## src/sde_drop_status_regs.svh

```systemverilog
// Constants of the switch drop-event status block: offsets, fields, codes.
// Assumes a word-indexed host map; byte address is four times the index.
`ifndef SDE_DROP_STATUS_REGS_SVH
`define SDE_DROP_STATUS_REGS_SVH

// Register indices and byte addresses
`define SDE_IDX_MASK 16'h1880
`define SDE_IDX_STATUS 16'h1881
`define SDE_ADDR_MASK 16'(`SDE_IDX_MASK * 16'h0004)
`define SDE_ADDR_STATUS 16'(`SDE_IDX_STATUS * 16'h0004)

// Status and mask field positions
`define SDE_PEND_BIT 0
`define SDE_A_VALID_BIT 1
`define SDE_A_PORT_LO 2
`define SDE_A_PORT_HI 3
`define SDE_A_REASON_LO 4
`define SDE_A_REASON_HI 7
`define SDE_B_VALID_BIT 8
`define SDE_B_PORT_LO 9
`define SDE_B_PORT_HI 10
`define SDE_B_REASON_LO 11
`define SDE_B_REASON_HI 14
`define SDE_MASK_BIT 0

// Reset values
`define SDE_MASK_RST 1'h1
`define SDE_WORD_ZERO 32'h0000_0000
`define SDE_PORT_RST 2'h0
`define SDE_REASON_RST 4'h0

// Drop reason codes
`define SDE_RSN_UNTAGGED 4'h0
`define SDE_RSN_UNK_SRC_NONMEMBER 4'h1
`define SDE_RSN_SRC_BLOCKED 4'h2
`define SDE_RSN_DST_BLOCKED 4'h3
`define SDE_RSN_DST_NONMEMBER 4'h4
`define SDE_RSN_SRC_NONMEMBER 4'h5
`define SDE_RSN_UNK_UNICAST 4'h6
`define SDE_RSN_UNK_MULTICAST 4'h7
`define SDE_RSN_BCAST_THROTTLE 4'h8
`define SDE_RSN_UNK_SRC_BLOCKED 4'h9
`define SDE_RSN_SAME_PORT 4'hA
`define SDE_RSN_FILTERED 4'hB
`define SDE_RSN_VID_ALL_ONES 4'hE

// Cause lines that may be reported; 1100, 1101, 1111 are reserved
`define SDE_RSN_LEGAL 16'h4FFF

`endif

```

## src/sde_pkg.sv

```systemverilog
// Types shared by the drop-event status block and its reason encoder.
// Assumes sde_drop_status_regs.svh supplies every numeric constant.
`include "sde_drop_status_regs.svh"

package sde_pkg;

	typedef enum logic [3:0] {
		sde_rsn_untagged = `SDE_RSN_UNTAGGED,
		sde_rsn_unk_src_nonmember = `SDE_RSN_UNK_SRC_NONMEMBER,
		sde_rsn_src_blocked = `SDE_RSN_SRC_BLOCKED,
		sde_rsn_dst_blocked = `SDE_RSN_DST_BLOCKED,
		sde_rsn_dst_nonmember = `SDE_RSN_DST_NONMEMBER,
		sde_rsn_src_nonmember = `SDE_RSN_SRC_NONMEMBER,
		sde_rsn_unk_unicast = `SDE_RSN_UNK_UNICAST,
		sde_rsn_unk_multicast = `SDE_RSN_UNK_MULTICAST,
		sde_rsn_bcast_throttle = `SDE_RSN_BCAST_THROTTLE,
		sde_rsn_unk_src_blocked = `SDE_RSN_UNK_SRC_BLOCKED,
		sde_rsn_same_port = `SDE_RSN_SAME_PORT,
		sde_rsn_filtered = `SDE_RSN_FILTERED,
		sde_rsn_vid_all_ones = `SDE_RSN_VID_ALL_ONES
	} sde_reason_t;

	typedef struct packed {
		logic pend;
		logic a_valid;
		logic [1:0] a_port;
		logic [3:0] a_reason;
		logic b_valid;
		logic [1:0] b_port;
		logic [3:0] b_reason;
		logic mask;
		logic irq;
		logic [31:0] rdata;
	} sde_state_t;

endpackage : sde_pkg

```

## src/sde_drop_status.sv

```systemverilog
// Drop-event status register pair: double-buffered records plus mask.
// Assumes drop strobes and the register port share the switch clock.
`timescale 1ns/1ps
`include "sde_drop_status_regs.svh"

module sde_drop_status (
	// Clock and reset
	input wire logic clock,
	input wire logic sys_rst,
	// Register port
	input wire logic [15:0] reg_addr,
	input wire logic [31:0] reg_wdata,
	input wire logic reg_wr,
	input wire logic reg_rd,
	output logic [31:0] reg_rdata,
	// Drop events from the forwarding engine
	input wire logic drop_strobe,
	input wire logic [15:0] drop_cause,
	input wire logic [1:0] drop_src_port,
	// Interrupt towards system aggregation
	output logic switch_irq
);
	import sde_pkg::*;

	sde_state_t cur;
	sde_state_t next_cur;
	sde_reason_t enc_reason;
	logic enc_hit;
	logic [31:0] status_word;

	sde_reason_encode u_encode (
		.cause(drop_cause),
		.reason(enc_reason),
		.hit(enc_hit)
	);

	// Status image as software sees it; reserved bits read zero
	always_comb begin
		status_word = `SDE_WORD_ZERO;
		status_word[`SDE_PEND_BIT] = cur.pend;
		status_word[`SDE_A_VALID_BIT] = cur.a_valid;
		status_word[`SDE_A_PORT_HI:`SDE_A_PORT_LO] = cur.a_port;
		status_word[`SDE_A_REASON_HI:`SDE_A_REASON_LO] = cur.a_reason;
		status_word[`SDE_B_VALID_BIT] = cur.b_valid;
		status_word[`SDE_B_PORT_HI:`SDE_B_PORT_LO] = cur.b_port;
		status_word[`SDE_B_REASON_HI:`SDE_B_REASON_LO] = cur.b_reason;
	end

	always_comb begin
		next_cur = cur;
		next_cur.rdata = `SDE_WORD_ZERO;
		if (reg_rd) begin
			if (reg_addr == `SDE_ADDR_STATUS) begin
				next_cur.rdata = status_word;
				// Read clears whole word; a same-cycle drop is applied after
				next_cur.pend = 1'b0;
				next_cur.a_valid = 1'b0;
				next_cur.a_port = `SDE_PORT_RST;
				next_cur.a_reason = `SDE_REASON_RST;
				next_cur.b_valid = 1'b0;
				next_cur.b_port = `SDE_PORT_RST;
				next_cur.b_reason = `SDE_REASON_RST;
			end else if (reg_addr == `SDE_ADDR_MASK) begin
				next_cur.rdata[`SDE_MASK_BIT] = cur.mask;
			end
		end
		if (reg_wr && reg_addr == `SDE_ADDR_MASK) begin
			next_cur.mask = reg_wdata[`SDE_MASK_BIT];
		end
		// Capture runs regardless of mask
		if (drop_strobe) begin
			next_cur.pend = 1'b1;
			if (enc_hit) begin
				if (!next_cur.a_valid) begin
					next_cur.a_valid = 1'b1;
					next_cur.a_port = drop_src_port;
					next_cur.a_reason = enc_reason;
				end else if (!next_cur.b_valid) begin
					next_cur.b_valid = 1'b1;
					next_cur.b_port = drop_src_port;
					next_cur.b_reason = enc_reason;
				end
			end
		end
		// Only the pending summary, gated by the mask, feeds the interrupt
		next_cur.irq = next_cur.pend & ~next_cur.mask;
	end

	always_ff @(posedge clock) begin
		if (sys_rst) begin
			cur <= '0;
			cur.mask <= `SDE_MASK_RST;
		end else begin
			cur <= next_cur;
		end
	end

	assign reg_rdata = cur.rdata;
	assign switch_irq = cur.irq;

endmodule : sde_drop_status

```

## src/sde_reason_encode.sv

```systemverilog
// Drop-cause priority encoder: one cause line per reason code.
// Assumes cause lines come from forwarding logic on the same clock.
`timescale 1ns/1ps
`include "sde_drop_status_regs.svh"

module sde_reason_encode (
	// Cause lines, bit n asserts reason code n
	input wire logic [15:0] cause,
	// Encoded result
	output sde_pkg::sde_reason_t reason,
	output logic hit
);
	import sde_pkg::*;

	logic [15:0] legal_cause;

	// Reserved codes can never be selected
	assign legal_cause = cause & `SDE_RSN_LEGAL;
	assign hit = |legal_cause;

	// Lowest code wins when the engine flags several causes at once
	always_comb begin
		reason = sde_reason_t'(`SDE_REASON_RST);
		for (int i = 15; i >= 0; i--) begin
			if (legal_cause[i]) begin
				reason = sde_reason_t'(4'(i));
			end
		end
	end

endmodule : sde_reason_encode

```

## config.mk

```make
export PLATFORM = sky130hd
export DESIGN_NAME = sde_drop_status
export DESIGN_NICKNAME = d
export VERILOG_FILES = /design/src/sde_pkg.sv /design/src/sde_drop_status.sv /design/src/sde_reason_encode.sv
export VERILOG_INCLUDE_DIRS = /design/src
export SDC_FILE = /design/constraint.sdc
export NUM_CORES = 1
export LEC_CHECK = 0
export ABC_AREA = 1
export ABC_CLOCK_PERIOD_IN_PS = 1800
export BUFFER_PORTS_ARGS = -buffer_cell sky130_fd_sc_hd__buf_2
export CAP_MARGIN = 30
export CELL_PAD_IN_SITES_DETAIL_PLACEMENT = 1
export CELL_PAD_IN_SITES_GLOBAL_PLACEMENT = 1
export CORE_UTILIZATION = 30
export DETAILED_ROUTE_END_ITERATION = 8
export GPL_ROUTABILITY_DRIVEN = 0
export PLACE_DENSITY = 0.88
export SYNTH_ARGS = -nofsm -noshare
export SYNTH_HDL_FRONTEND = slang
export SYNTH_SLANG_ARGS = --single-unit
```

## constraint.sdc

```tcl
create_clock -name clock -period 1.8 [get_ports clock]
set_input_delay 0.18 -clock clock [delete_from_list [all_inputs] [get_ports clock]]
set_output_delay 0.18 -clock clock [all_outputs]
set_load 0.005 [all_outputs]
```

==> results of run 1 <==
flip-flops by register name, summed over array words and instances, names as in the netlist:
name	count
reg_rdata	15
switch_irq	1
cur	16
final cells by class:
class,count,area [sq um]
Multi-Input combinational cell,141,647
Tap cell,70,87.6
Clock inverter,2,10.0
Clock buffer,6,82.6
Fill cell,681,3280
Sequential cell,32,641
Inverter,38,143
Timing Repair Buffer,55,283
power groups by stage:
stage                     Combinational, W  Sequential [W]  Clock [W]
after CTS                         0.000175        0.000744   0.000587
final                             0.000174        0.000744   0.000573
after global placement            0.000163        0.000758          0
after detailed placement          0.000174        0.000760          0
after global routing              0.000203        0.000746   0.000612
after floorplan                   0.000134        0.000756          0
stage by stage:
stage / worst slack (ps) / total power [W] / hold WS [ps] / util / std cells
floorplan: 603 / 0.000890 / 249 / - / 247
global placement: 339 / 0.000921 / 418 / 0.348 / 336
detailed placement: 253 / 0.000934 / 426 / 0.348 / 336
CTS: 567 / 0.00151 / 126 / 0.366 / 344
global route: 420 / 0.00156 / 147 / 0.366 / 344
finish: 576 / 0.00149 / 128 / 0.366 / 344
per-layer routing:
layer | part of all wire | global-route usage | vias up
met1 | 0.40 | 0.162 | 622
met2 | 0.53 | 0.276 | 40
li1 | - | - | 727
met4 | 0.014 | 0.0494 | 0
met3 | 0.050 | 0.0397 | 5
met5 | 0 | 0 | -
logic make-up after synthesis:
family	after synthesis	synth area share
simple gates	104	0.293
buf+inv	74	0.250
flops	32	0.391
compound gates	20	0.0634
other cells	1	0.00229
layout by cell type, fill, tap and decap left out:
master,synthesis,routed
a21oi_1,13,13
a21oi_2,1,1
buf_2,3,52
buf_4,32,3
clkbuf_8,0,6
clkinv_1,1,1
clkinv_2,0,2
conb_1,1,17
dfxtp_1,32,32
inv_1,35,35
inv_2,2,2
nand2_1,40,40
nand2_2,2,2
nand2_4,2,2
nand3_1,7,7
nand3_4,1,1
nand3b_1,2,2
nand4_1,3,3
nor2_1,39,39
nor2_2,2,2
nor2_4,2,2
nor3_1,2,2
nor3_2,1,1
nor4_1,1,1
o21ai_0,5,5
o21ai_1,1,1
worst max-delay path, delay by kind of cell:
family	cells	cell delay (ps)
buf+inv	3	270
compound gates	1	130
simple gates	7	840
final timing paths:
path,startpoint,to
max,drop_cause[0],cur[42]
min,sys_rst,cur[40]
max reg2reg,cur[47],cur[38]
min reg2reg,cur[45],reg_rdata[2]
==> results.sh, run 1 <==
export IMPL_crit_slowest_cell="nor2_1"
export IMPL_grt_max_degree=15
export IMPL_outcome="finished clean"
export IMPL_required_ps=1980
export IMPL_drive_gt1_frac=0.277
export IMPL_grt_pass1_vias=1400
export IMPL_p_sw_w=0.000386
export IMPL_final_setup_tns_ps=0
export IMPL_critPathLaunchType="input port"
export IMPL_synthesis_area_sq_um=1640
export IMPL_drc=0
export IMPL_wl_per_cell_um=10.7
export IMPL_sw_frac_of_total=0.259
export IMPL_clock_path_buffers=2
export IMPL_grt_pass1_wl_mm=6.29
export IMPL_ys_seq_area_frac=0.391
export IMPL_synth_area_leaders="dfxtp_1 39%, buf_4 15%, nand2_1 9.2%"
export IMPL_synth_most_common_cell="nand2_1"
export IMPL_avgViaCountPerCell=4.05
export IMPL_postSynthAreaPerCell_sq_um=7.08
export IMPL_power_leakage_nw=0.989
export IMPL_drt_iter0_drc=21
export IMPL_dieHeight_um=75.9
export IMPL_arrival_ps=1410
export IMPL_synth_edf_count=0
export IMPL_grt_ovfl_total=0
export IMPL_port_buffers=52
export IMPL_clock_sinks=32
export IMPL_min_delay_path_class="in -> reg"
export IMPL_firstDrtPassIters=4
export IMPL_ioPinCount=104
export IMPL_yosys_area_top_type_share=0.391
export IMPL_post_route_period_util=0.680
export IMPL_initial_core_util=0.316
export IMPL_htree_levels=2
export IMPL_grtUsageTotal=0.149
export IMPL_clock_fmax_ghz=0.817
export IMPL_antenna_cells=0
export IMPL_num_rows=26
export IMPL_rsz0062_at_grt="no"
export IMPL_vias=1394
export IMPL_finClkSkew_ps=7.27
export IMPL_final_hold_viol_count=0
export IMPL_cts_tree="done"
export IMPL_cts_resized=0
export IMPL_yosys_warnings=0
export IMPL_synth_common_cells="40 x nand2_1, 39 x nor2_1, 35 x inv_1"
export IMPL_die_area_sq_um=5750
export IMPL_setup_violations=0
export IMPL_fin_crit_ps=1220
export IMPL_clk_latency_ps=290
export IMPL_critPathKind="in -> reg"
export IMPL_comb_power_share=0.117
export IMPL_ant_nets=0
export IMPL_worstPathMaxFanout=7
export IMPL_r2r_setup_slack_ps=720
export IMPL_p_seq_frac=0.499
export IMPL_wl_mm=3.68
export IMPL_end_kind="flip-flop"
export IMPL_power_frac_clock=0.384
export IMPL_syn_instance_count=231
export IMPL_p_per_area_nw_per_um2=787
export IMPL_fin_nets=344
export IMPL_final_cell_area_sq_um=1890
export IMPL_final_max_slew_viol_count=0
export IMPL_crit_chain="buf_2 > nor2_1 > nand2_1 > nor2_1 > nand2_1 > nand2_2 > inv_1 > nand2_4 > inv_2 > a21oi_1 > nor3_1"
export IMPL_synthFlopType="dfxtp_1"
export IMPL_root_buffer="clkbuf_8"
export IMPL_async_flop_share=0
export IMPL_p_int_w=0.00111
export IMPL_dpl_instance_area_sq_um=1800
export IMPL_r2r_cells=5
export IMPL_cp_slowest_stage_delay_ps=230
export IMPL_cts_post_setup_buffers_inserted=0
export IMPL_dpl_hpwl_mm=3.01
export IMPL_peakVddDrop_mv=0.248
export IMPL_ys_ff_latch=32
export IMPL_grt_antenna_before_repair=0
export IMPL_yosysTopAreaCell="dfxtp_1"
export IMPL_path_clk_slew_ps=70
export IMPL_die_w_um=75.9
export IMPL_cts_buffers=5
export IMPL_areaGrowthSynthToFinish_pct=15.7
export IMPL_holdBufCountCts=0
export IMPL_ys_types=25
export IMPL_core_area_sq_um=5170
export IMPL_hold_path_depth=2
export IMPL_cap_viol_max_count=0
No activity file was read; power rests on OpenSTA's default activity.
==> inputs of run 2 (changes only) <==
--- a/config.mk
+++ b/config.mk
@@ -6,16 +6,16 @@
 export SDC_FILE = /design/constraint.sdc
 export NUM_CORES = 1
 export LEC_CHECK = 0
-export ABC_AREA = 1
-export ABC_CLOCK_PERIOD_IN_PS = 1800
+export ABC_AREA = 0
+export ABC_CLOCK_PERIOD_IN_PS = 1200
 export BUFFER_PORTS_ARGS = -buffer_cell sky130_fd_sc_hd__buf_2
 export CAP_MARGIN = 30
 export CELL_PAD_IN_SITES_DETAIL_PLACEMENT = 1
 export CELL_PAD_IN_SITES_GLOBAL_PLACEMENT = 1
-export CORE_UTILIZATION = 30
+export CORE_UTILIZATION = 28
 export DETAILED_ROUTE_END_ITERATION = 8
 export GPL_ROUTABILITY_DRIVEN = 0
-export PLACE_DENSITY = 0.88
+export PLACE_DENSITY = 0.81
 export SYNTH_ARGS = -nofsm -noshare
 export SYNTH_HDL_FRONTEND = slang
 export SYNTH_SLANG_ARGS = --single-unit
==> constraint.sdc (replaced) <==
create_clock -name clock -period 1.2 [get_ports clock]
set_input_delay 0.12 -clock clock [delete_from_list [all_inputs] [get_ports clock]]
set_output_delay 0.12 -clock clock [all_outputs]
set_load 0.005 [all_outputs]
==> run 2 against run 1 <==
Net effect: the flow now finishes with violations (negative setup slack); critical endpoint is now cur[41]; largest power group unchanged; wire length rose by 17%; via count is 3.1% lower; sequential share of layout area fell by 4.8 points; die area decreased by 0.22%; clock skew increased by 3.7 ps; highest routed layer unchanged.
==> results.sh, run 2 <==
export IMPL_r2r_setup_slack_ps=30
export IMPL_crit_family="simple AND/OR/NAND/NOR gates"
export IMPL_worst_slack_ps=-111
export IMPL_die_area_sq_um=5740
export IMPL_num_rows=26
export IMPL_peakVddDrop_mv=0.445
export IMPL_utilization=0.426
export IMPL_critPathLaunchType="input port"
export IMPL_dieHeight_um=75.8
export IMPL_clock_fmax_ghz=0.763
export IMPL_cts_tree="done"
export IMPL_fin_hold_ws_ps=76.5
export IMPL_yosys_area_top_type_share=0.420
export IMPL_largest_register_ffs=16
export IMPL_antenna_cells=0
export IMPL_dpl_hpwl_mm=2.80
export IMPL_dp_slack_ps=-369
export IMPL_min_delay_path_class="in -> reg"
export IMPL_final_setup_tns_ps=-1050
export IMPL_port_buffers=52
export IMPL_violations="negative setup slack"
export IMPL_dpl_instance_area_sq_um=1940
export IMPL_synthFlopType="dfxtp_1"
export IMPL_reg2reg_to="cur[41]"
export IMPL_postSynthAreaPerCell_sq_um=9.41
export IMPL_wl_per_cell_um=14.0
export IMPL_whs_endpoint="cur[33]"
export IMPL_synth_common_cells="32 x buf_4, 32 x dfxtp_1, 16 x nor2_1"
export IMPL_drc=0
export IMPL_crit_chain="buf_2 > nor3_1 > nand4_1 > or2_4 > a211oi_4 > a32o_2"
export IMPL_power_leakage_nw=1.03
export IMPL_fin_crit_ps=1310
export IMPL_areaGrowthSynthToFinish_pct=44.7
export IMPL_async_flop_share=0
export IMPL_cp_slowest_stage_delay_ps=360
export IMPL_wl_mm=4.31
export IMPL_root_buffer="clkbuf_8"
export IMPL_initial_core_util=0.295
export IMPL_arrival_ps=1540
export IMPL_p_per_area_nw_per_um2=1060
export IMPL_fin_nets=308
export IMPL_critPathKind="in -> reg"
export IMPL_outcome="finished with violations"
export IMPL_final_cell_area_sq_um=2210
export IMPL_synth_area_leaders="dfxtp_1 42%, buf_4 16%, and2_1 6.2%"
export IMPL_drt_iter0_drc=20
export IMPL_core_area_sq_um=5170
export IMPL_htree_levels=2
export IMPL_post_route_period_util=1.09
export IMPL_hold_path_depth=3
export IMPL_clk_latency_ps=290
export IMPL_top_register="cur"
export IMPL_end_kind="flip-flop"
export IMPL_layout_commonest_cell="buf_2"
export IMPL_final_hold_viol_count=0
export IMPL_clock_sinks=32
export IMPL_grt_antenna_before_repair=0
export IMPL_fillCellCount=613
export IMPL_path_buf_inv=1
export IMPL_yosysTopAreaCell="dfxtp_1"
export IMPL_syn_instance_count=162
export IMPL_crit_start="reg_addr[5]"
export IMPL_finClkSkew_ps=11.0
export IMPL_vias=1351
export IMPL_cap_viol_max_count=0
export IMPL_crit_slowest_cell="a211oi_4"
export IMPL_clock_path_buffers=2
export IMPL_final_max_slew_viol_count=0
export IMPL_avgViaCountPerCell=4.40
export IMPL_final_cell_mix="45 x buf_2, 32 x dfxtp_1, 30 x buf_4"
export IMPL_ys_seq_area_frac=0.420
export IMPL_cts_buffers=5
export IMPL_worstPathMaxFanout=6
export IMPL_die_w_um=75.8
export IMPL_synthesis_area_sq_um=1520
export IMPL_synth_edf_count=0
export IMPL_path_clk_slew_ps=70
export IMPL_worstHoldStart="reg_wdata[0]"
export IMPL_grt_ovfl_total=0
export IMPL_r2r_cells=5
export IMPL_grt_pass1_wl_mm=6.10
export IMPL_ant_nets=0
export IMPL_ys_ff_latch=32
export IMPL_ys_types=36
export IMPL_grtUsageTotal=0.145
export IMPL_r2r_start="cur[47]"
export IMPL_drive_gt1_frac=0.481
export IMPL_firstDrtPassIters=4
export IMPL_yosys_warnings=0
export IMPL_ioPinCount=104
export IMPL_grt_pass1_vias=1290
export IMPL_required_ps=1430
export IMPL_setup_violations=22
export IMPL_grt_max_degree=15
export IMPL_rsz0062_at_grt="yes"
## run 2: cell types whose count changed in the layout (fill, tap and decap cells not counted), moves of 4 or more
cell     delta
a22o_2      +4
inv_1      -26
o21ai_0     -4
a21oi_1     -9
mux2i_1     +7
buf_2       -7
nand3_1     -7
nor2_1     -23
nand2_1    -34
and2_1     +15
buf_4      +27
buf_6       +8
## run 2: kinds of logic (layout without fill, tap and decap cells)
logic type	Yosys count	after routing	synth area share
DFF	32	32	0.420
and+or+nand+nor	57	57	0.223
muxes	7	7	0.0460
AOI/OAI and AO/OA	22	22	0.122
buffers and inverters	43	102	0.186
other	1	17	0.00246
## run 2: area by class of cell
type,count,area (sq um),share of cell area
Timing Repair Buffer,86,591,0.268
Inverter,9,33.8,0.0153
Clock buffer,7,96.3,0.0437
Sequential cell,32,641,0.290
Tap cell,70,87.6,0.0397
Multi-Input combinational cell,103,757,0.343
## run 2: where the power goes
group          total [W]  switching [W]  internal, W
Combinational   0.000353       0.000165     0.000188
Clock           0.000889       0.000379     0.000510
Sequential       0.00110      0.0000149      0.00109
## run 2: tightest hold or removal path: stages
cell and delay, ps:
buf_2 70, mux2i_1 70, nand2b_1 70
## run 2: how the worst max path moves through the flow
stage                   end  slack [ps]  cells past startpoint
global placement    cur[41]        -320                      6
detailed placement  cur[41]        -370                      6
global route        cur[41]        -180                      6
finish              cur[41]        -110                      6
floorplan           cur[41]         -90                      5
CTS                 cur[41]         -60                      6
## run 2: through the flow
stage          instances  power (W)
4_1_cts              301    0.00231
5_1_grt              307    0.00245
6_report             307    0.00234
2_1_floorplan        178    0.00127
3_3_place_gp         292    0.00140
3_5_place_dp         292    0.00141
## run 2: per-layer routing
layer	global-route usage	share of wire	vias to the layer above
met2	0.242	0.53	48
li1	-	-	655
met3	0.0370	0.044	16
met4	0.0864	0.042	0
met5	0	0	-
met1	0.167	0.39	632
## run 2: what timing repair did
action / 4_1_cts / 5_1_grt
pin swaps: 2 / 13
endpoints found under the hold margin: 0 / 0
hold buffers: 0 / 0
gates resized for setup: 9 / 14
setup buffers: 2 / 6
endpoints found under the setup margin: 9 / 30
==> inputs of run 3 (changes only) <==
--- a/config.mk
+++ b/config.mk
@@ -18,4 +18,5 @@
 export PLACE_DENSITY = 0.81
 export SYNTH_ARGS = -nofsm -noshare
 export SYNTH_HDL_FRONTEND = slang
+export SYNTH_HIERARCHICAL = 1
 export SYNTH_SLANG_ARGS = --single-unit
==> run 3 against run 2 <==
Net effect: the flow still finishes with violations (negative setup slack); cell count up 1.3%; sequential cell count unchanged; wire length down 15%; clock power down 7.2%; via count down 0.22%; sequential power about the same; clock skew down 3.3 ps; cell area down 4.2%; total power down 5.6%; global-route usage down 1.6 points; highest routed layer unchanged.
==> results.sh, run 3 <==
export IMPL_outcome="finished with violations"
export IMPL_violations="negative setup slack"
export IMPL_antenna_cells=0
export IMPL_synth_common_cells="32 x buf_4, 32 x dfxtp_1, 17 x nor2_1"
export IMPL_end_kind="flip-flop"
export IMPL_drc=0
export IMPL_comb_power_share=0.132
export IMPL_wl_per_cell_um=11.7
export IMPL_synthMuxAreaShare=0.00646
export IMPL_synth_edf_count=0
export IMPL_critPathLaunchType="input port"
export IMPL_drive_gt1_frac=0.440
export IMPL_dpl_hpwl_mm=2.75
export IMPL_num_rows=26
export IMPL_r2r_setup_slack_ps=-10
export IMPL_drt_iter0_drc=41
export IMPL_crit_chain="buf_6 > or4_4 > nand3b_1 > nand2_2 > or2_4 > o31a_1 > buf_6 > o32ai_2"
export IMPL_clock_sinks=32
export IMPL_final_max_slew_viol_count=0
export IMPL_ant_nets=0
export IMPL_core_area_sq_um=5200
export IMPL_required_ps=1340
export IMPL_synthAdderAreaFrac=0
export IMPL_cp_slowest_stage_delay_ps=520
export IMPL_fin_crit_ps=1430
export IMPL_port_buffers=52
export IMPL_power_w=0.00221
export IMPL_path_common_cell="buf_6"
export IMPL_path_clk_slew_ps=70
export IMPL_firstDrtPassIters=2
export IMPL_r2r_cells=4
export IMPL_p_seq_frac=0.495
export IMPL_worstPathMaxFanout=6
export IMPL_ys_seq_area_frac=0.414
export IMPL_yosys_warnings=6
export IMPL_ioPinCount=104
export IMPL_areaGrowthSynthToFinish_pct=36.4
export IMPL_grtUsageTotal=0.129
export IMPL_top_register="cur"
export IMPL_crit_slowest_cell="or4_4"
export IMPL_synthFlopType="dfxtp_1"
export IMPL_critPathKind="in -> reg"
export IMPL_sw_frac_of_total=0.232
export IMPL_dp_cells=296
export IMPL_p_sw_w=0.000513
export IMPL_peakVddDrop_mv=0.395
export IMPL_final_hold_viol_count=0
export IMPL_fin_nets=311
export IMPL_r2r_start="cur[47]"
export IMPL_die_w_um=76.4
export IMPL_clock_fmax_ghz=0.698
export IMPL_synth_xor_area_frac=0
export IMPL_clk_latency_ps=280
export IMPL_worst_slack_ps=-232
export IMPL_p_per_area_nw_per_um2=1050
export IMPL_grt_antenna_before_repair=0
export IMPL_final_setup_tns_ps=-1950
export IMPL_final_cell_mix="50 x buf_2, 32 x dfxtp_1, 26 x buf_4"
export IMPL_dieHeight_um=76.4
export IMPL_power_frac_clock=0.373
export IMPL_power_leakage_nw=0.936
export IMPL_path_buf_inv=2
export IMPL_htree_levels=2
export IMPL_min_delay_path_class="in -> reg"
export IMPL_yosys_area_top_type_share=0.414
export IMPL_initial_core_util=0.298
export IMPL_syn_instance_count=173
export IMPL_root_buffer="clkbuf_8"
export IMPL_ys_types=36
export IMPL_cap_viol_max_count=0
export IMPL_yosysTopAreaCell="dfxtp_1"
export IMPL_wl_mm=3.65
export IMPL_p_int_w=0.00170
export IMPL_vias=1348
export IMPL_cts_buffers=5
export IMPL_synth_area_leaders="dfxtp_1 41%, buf_4 16%, and2_1 5.7%"
export IMPL_clock_path_buffers=2
export IMPL_grt_ovfl_total=0
export IMPL_grt_pass1_vias=1349
export IMPL_arrival_ps=1570
export IMPL_layout_commonest_cell="buf_2"
export IMPL_reg2reg_to="cur[43]"
export IMPL_avgViaCountPerCell=4.33
export IMPL_synth_top_family_by_area="simple AND/OR/NAND/NOR gates"
export IMPL_largest_register_ffs=16
export IMPL_cts_tree="done"
export IMPL_crit_family="simple AND/OR/NAND/NOR gates"
export IMPL_synthesis_area_sq_um=1550
export IMPL_postSynthAreaPerCell_sq_um=8.95
export IMPL_post_route_period_util=1.19
export IMPL_rsz0062_at_grt="yes"
export IMPL_crit_start="drop_cause[1]"
export IMPL_fin_cells=311
export IMPL_setup_violations=12
export IMPL_async_flop_share=0
export IMPL_worstHoldStart="reg_rd"
export IMPL_synth_simple_area_share=0.277
export IMPL_crit_end="cur[43]"
export IMPL_synth_compound_area_frac=0.118
export IMPL_grt_max_degree=20
export IMPL_die_area_sq_um=5830
export IMPL_grt_pass1_wl_mm=5.95
export IMPL_finClkSkew_ps=7.72
export IMPL_worst_path_stages=8
export IMPL_ys_ff_latch=32
run 3: changes by cell type in the layout (fill, tap and decap cells not counted), sizes merged, moves of 3 or more:
cell	change
o21ai	+3
nand3	+3
nor2b	+4
nor4	+3
mux2i	-6
buf	-6
nand2b	+5
a21oi	+5
nand2	-3
o32ai	+6
a22o	-4
run 3: final cells by class:
cell class,count,area (sq um)
flip-flops and latches,32,641
clock buffers,8,90.1
well taps,70,87.6
repair buffers,80,499
multi-input cells,114,769
fillers,651,3090
inverters,7,26.3
run 3: power groups by stage:
stage / clock network, W / registers, W / logic [W]
finish: 0.000825 / 0.00109 / 0.000293
global placement: 0 / 0.00112 / 0.000236
CTS: 0.000854 / 0.00109 / 0.000257
detailed placement: 0 / 0.00112 / 0.000245
global route: 0.000904 / 0.00110 / 0.000323
floorplan: 0 / 0.00111 / 0.000144
run 3: tightest hold or removal path, cell delays in order:
cell	delay, ps
buf_2	110
nand2_1	50
nor4_1	40
run 3: kinds of logic (layout without fill, tap and decap cells):
kind of cell           Yosys count  in the layout
other                            1             17
buffers and inverters           43             95
AO/OA/AOI/OAI                   27             27
multiplexers                     1              1
AND/OR/NAND/NOR                 69             69
flip-flops                      32             32
run 3: worst min path at each step:
stage,endpoint,slack (ps),depth (start not counted)
final,reg_rdata[0],80,3
after global placement,cur[33],350,3
after floorplan,reg_rdata[0],250,2
after detailed placement,reg_rdata[0],380,3
after global routing,reg_rdata[0],80,3
after CTS,reg_rdata[0],70,3
run 3: layer usage:
metal / track usage / up-vias / wire [um]
li1: - / 680 / -
met1: 0.151 / 625 / 1460
met2: 0.217 / 36 / 1950
met3: 0.0228 / 7 / 151
met4: 0.0808 / 0 / 83
met5: 0 / - / 0
run 3: through the flow:
step | util | hold slack (ps) | worst slack, ps | instance area [sq um]
final | 0.406 | 79.9 | -232 | 2110
after global placement | 0.359 | 352 | -483 | 1870
after global routing | 0.406 | 78.6 | -294 | 2110
after CTS | 0.383 | 72.9 | -202 | 2000
after detailed placement | 0.359 | 378 | -529 | 1870
after floorplan | - | 246 | -295 | 1620
run 3: repair_timing:
item                       CTS  global route
buffers inserted             2             5
gates resized for setup      5            13
cloned                       0             0
pin swaps                    4             8
hold buffers                 0             0
setup endpoints to repair   12            29
hold endpoints to repair     0             0
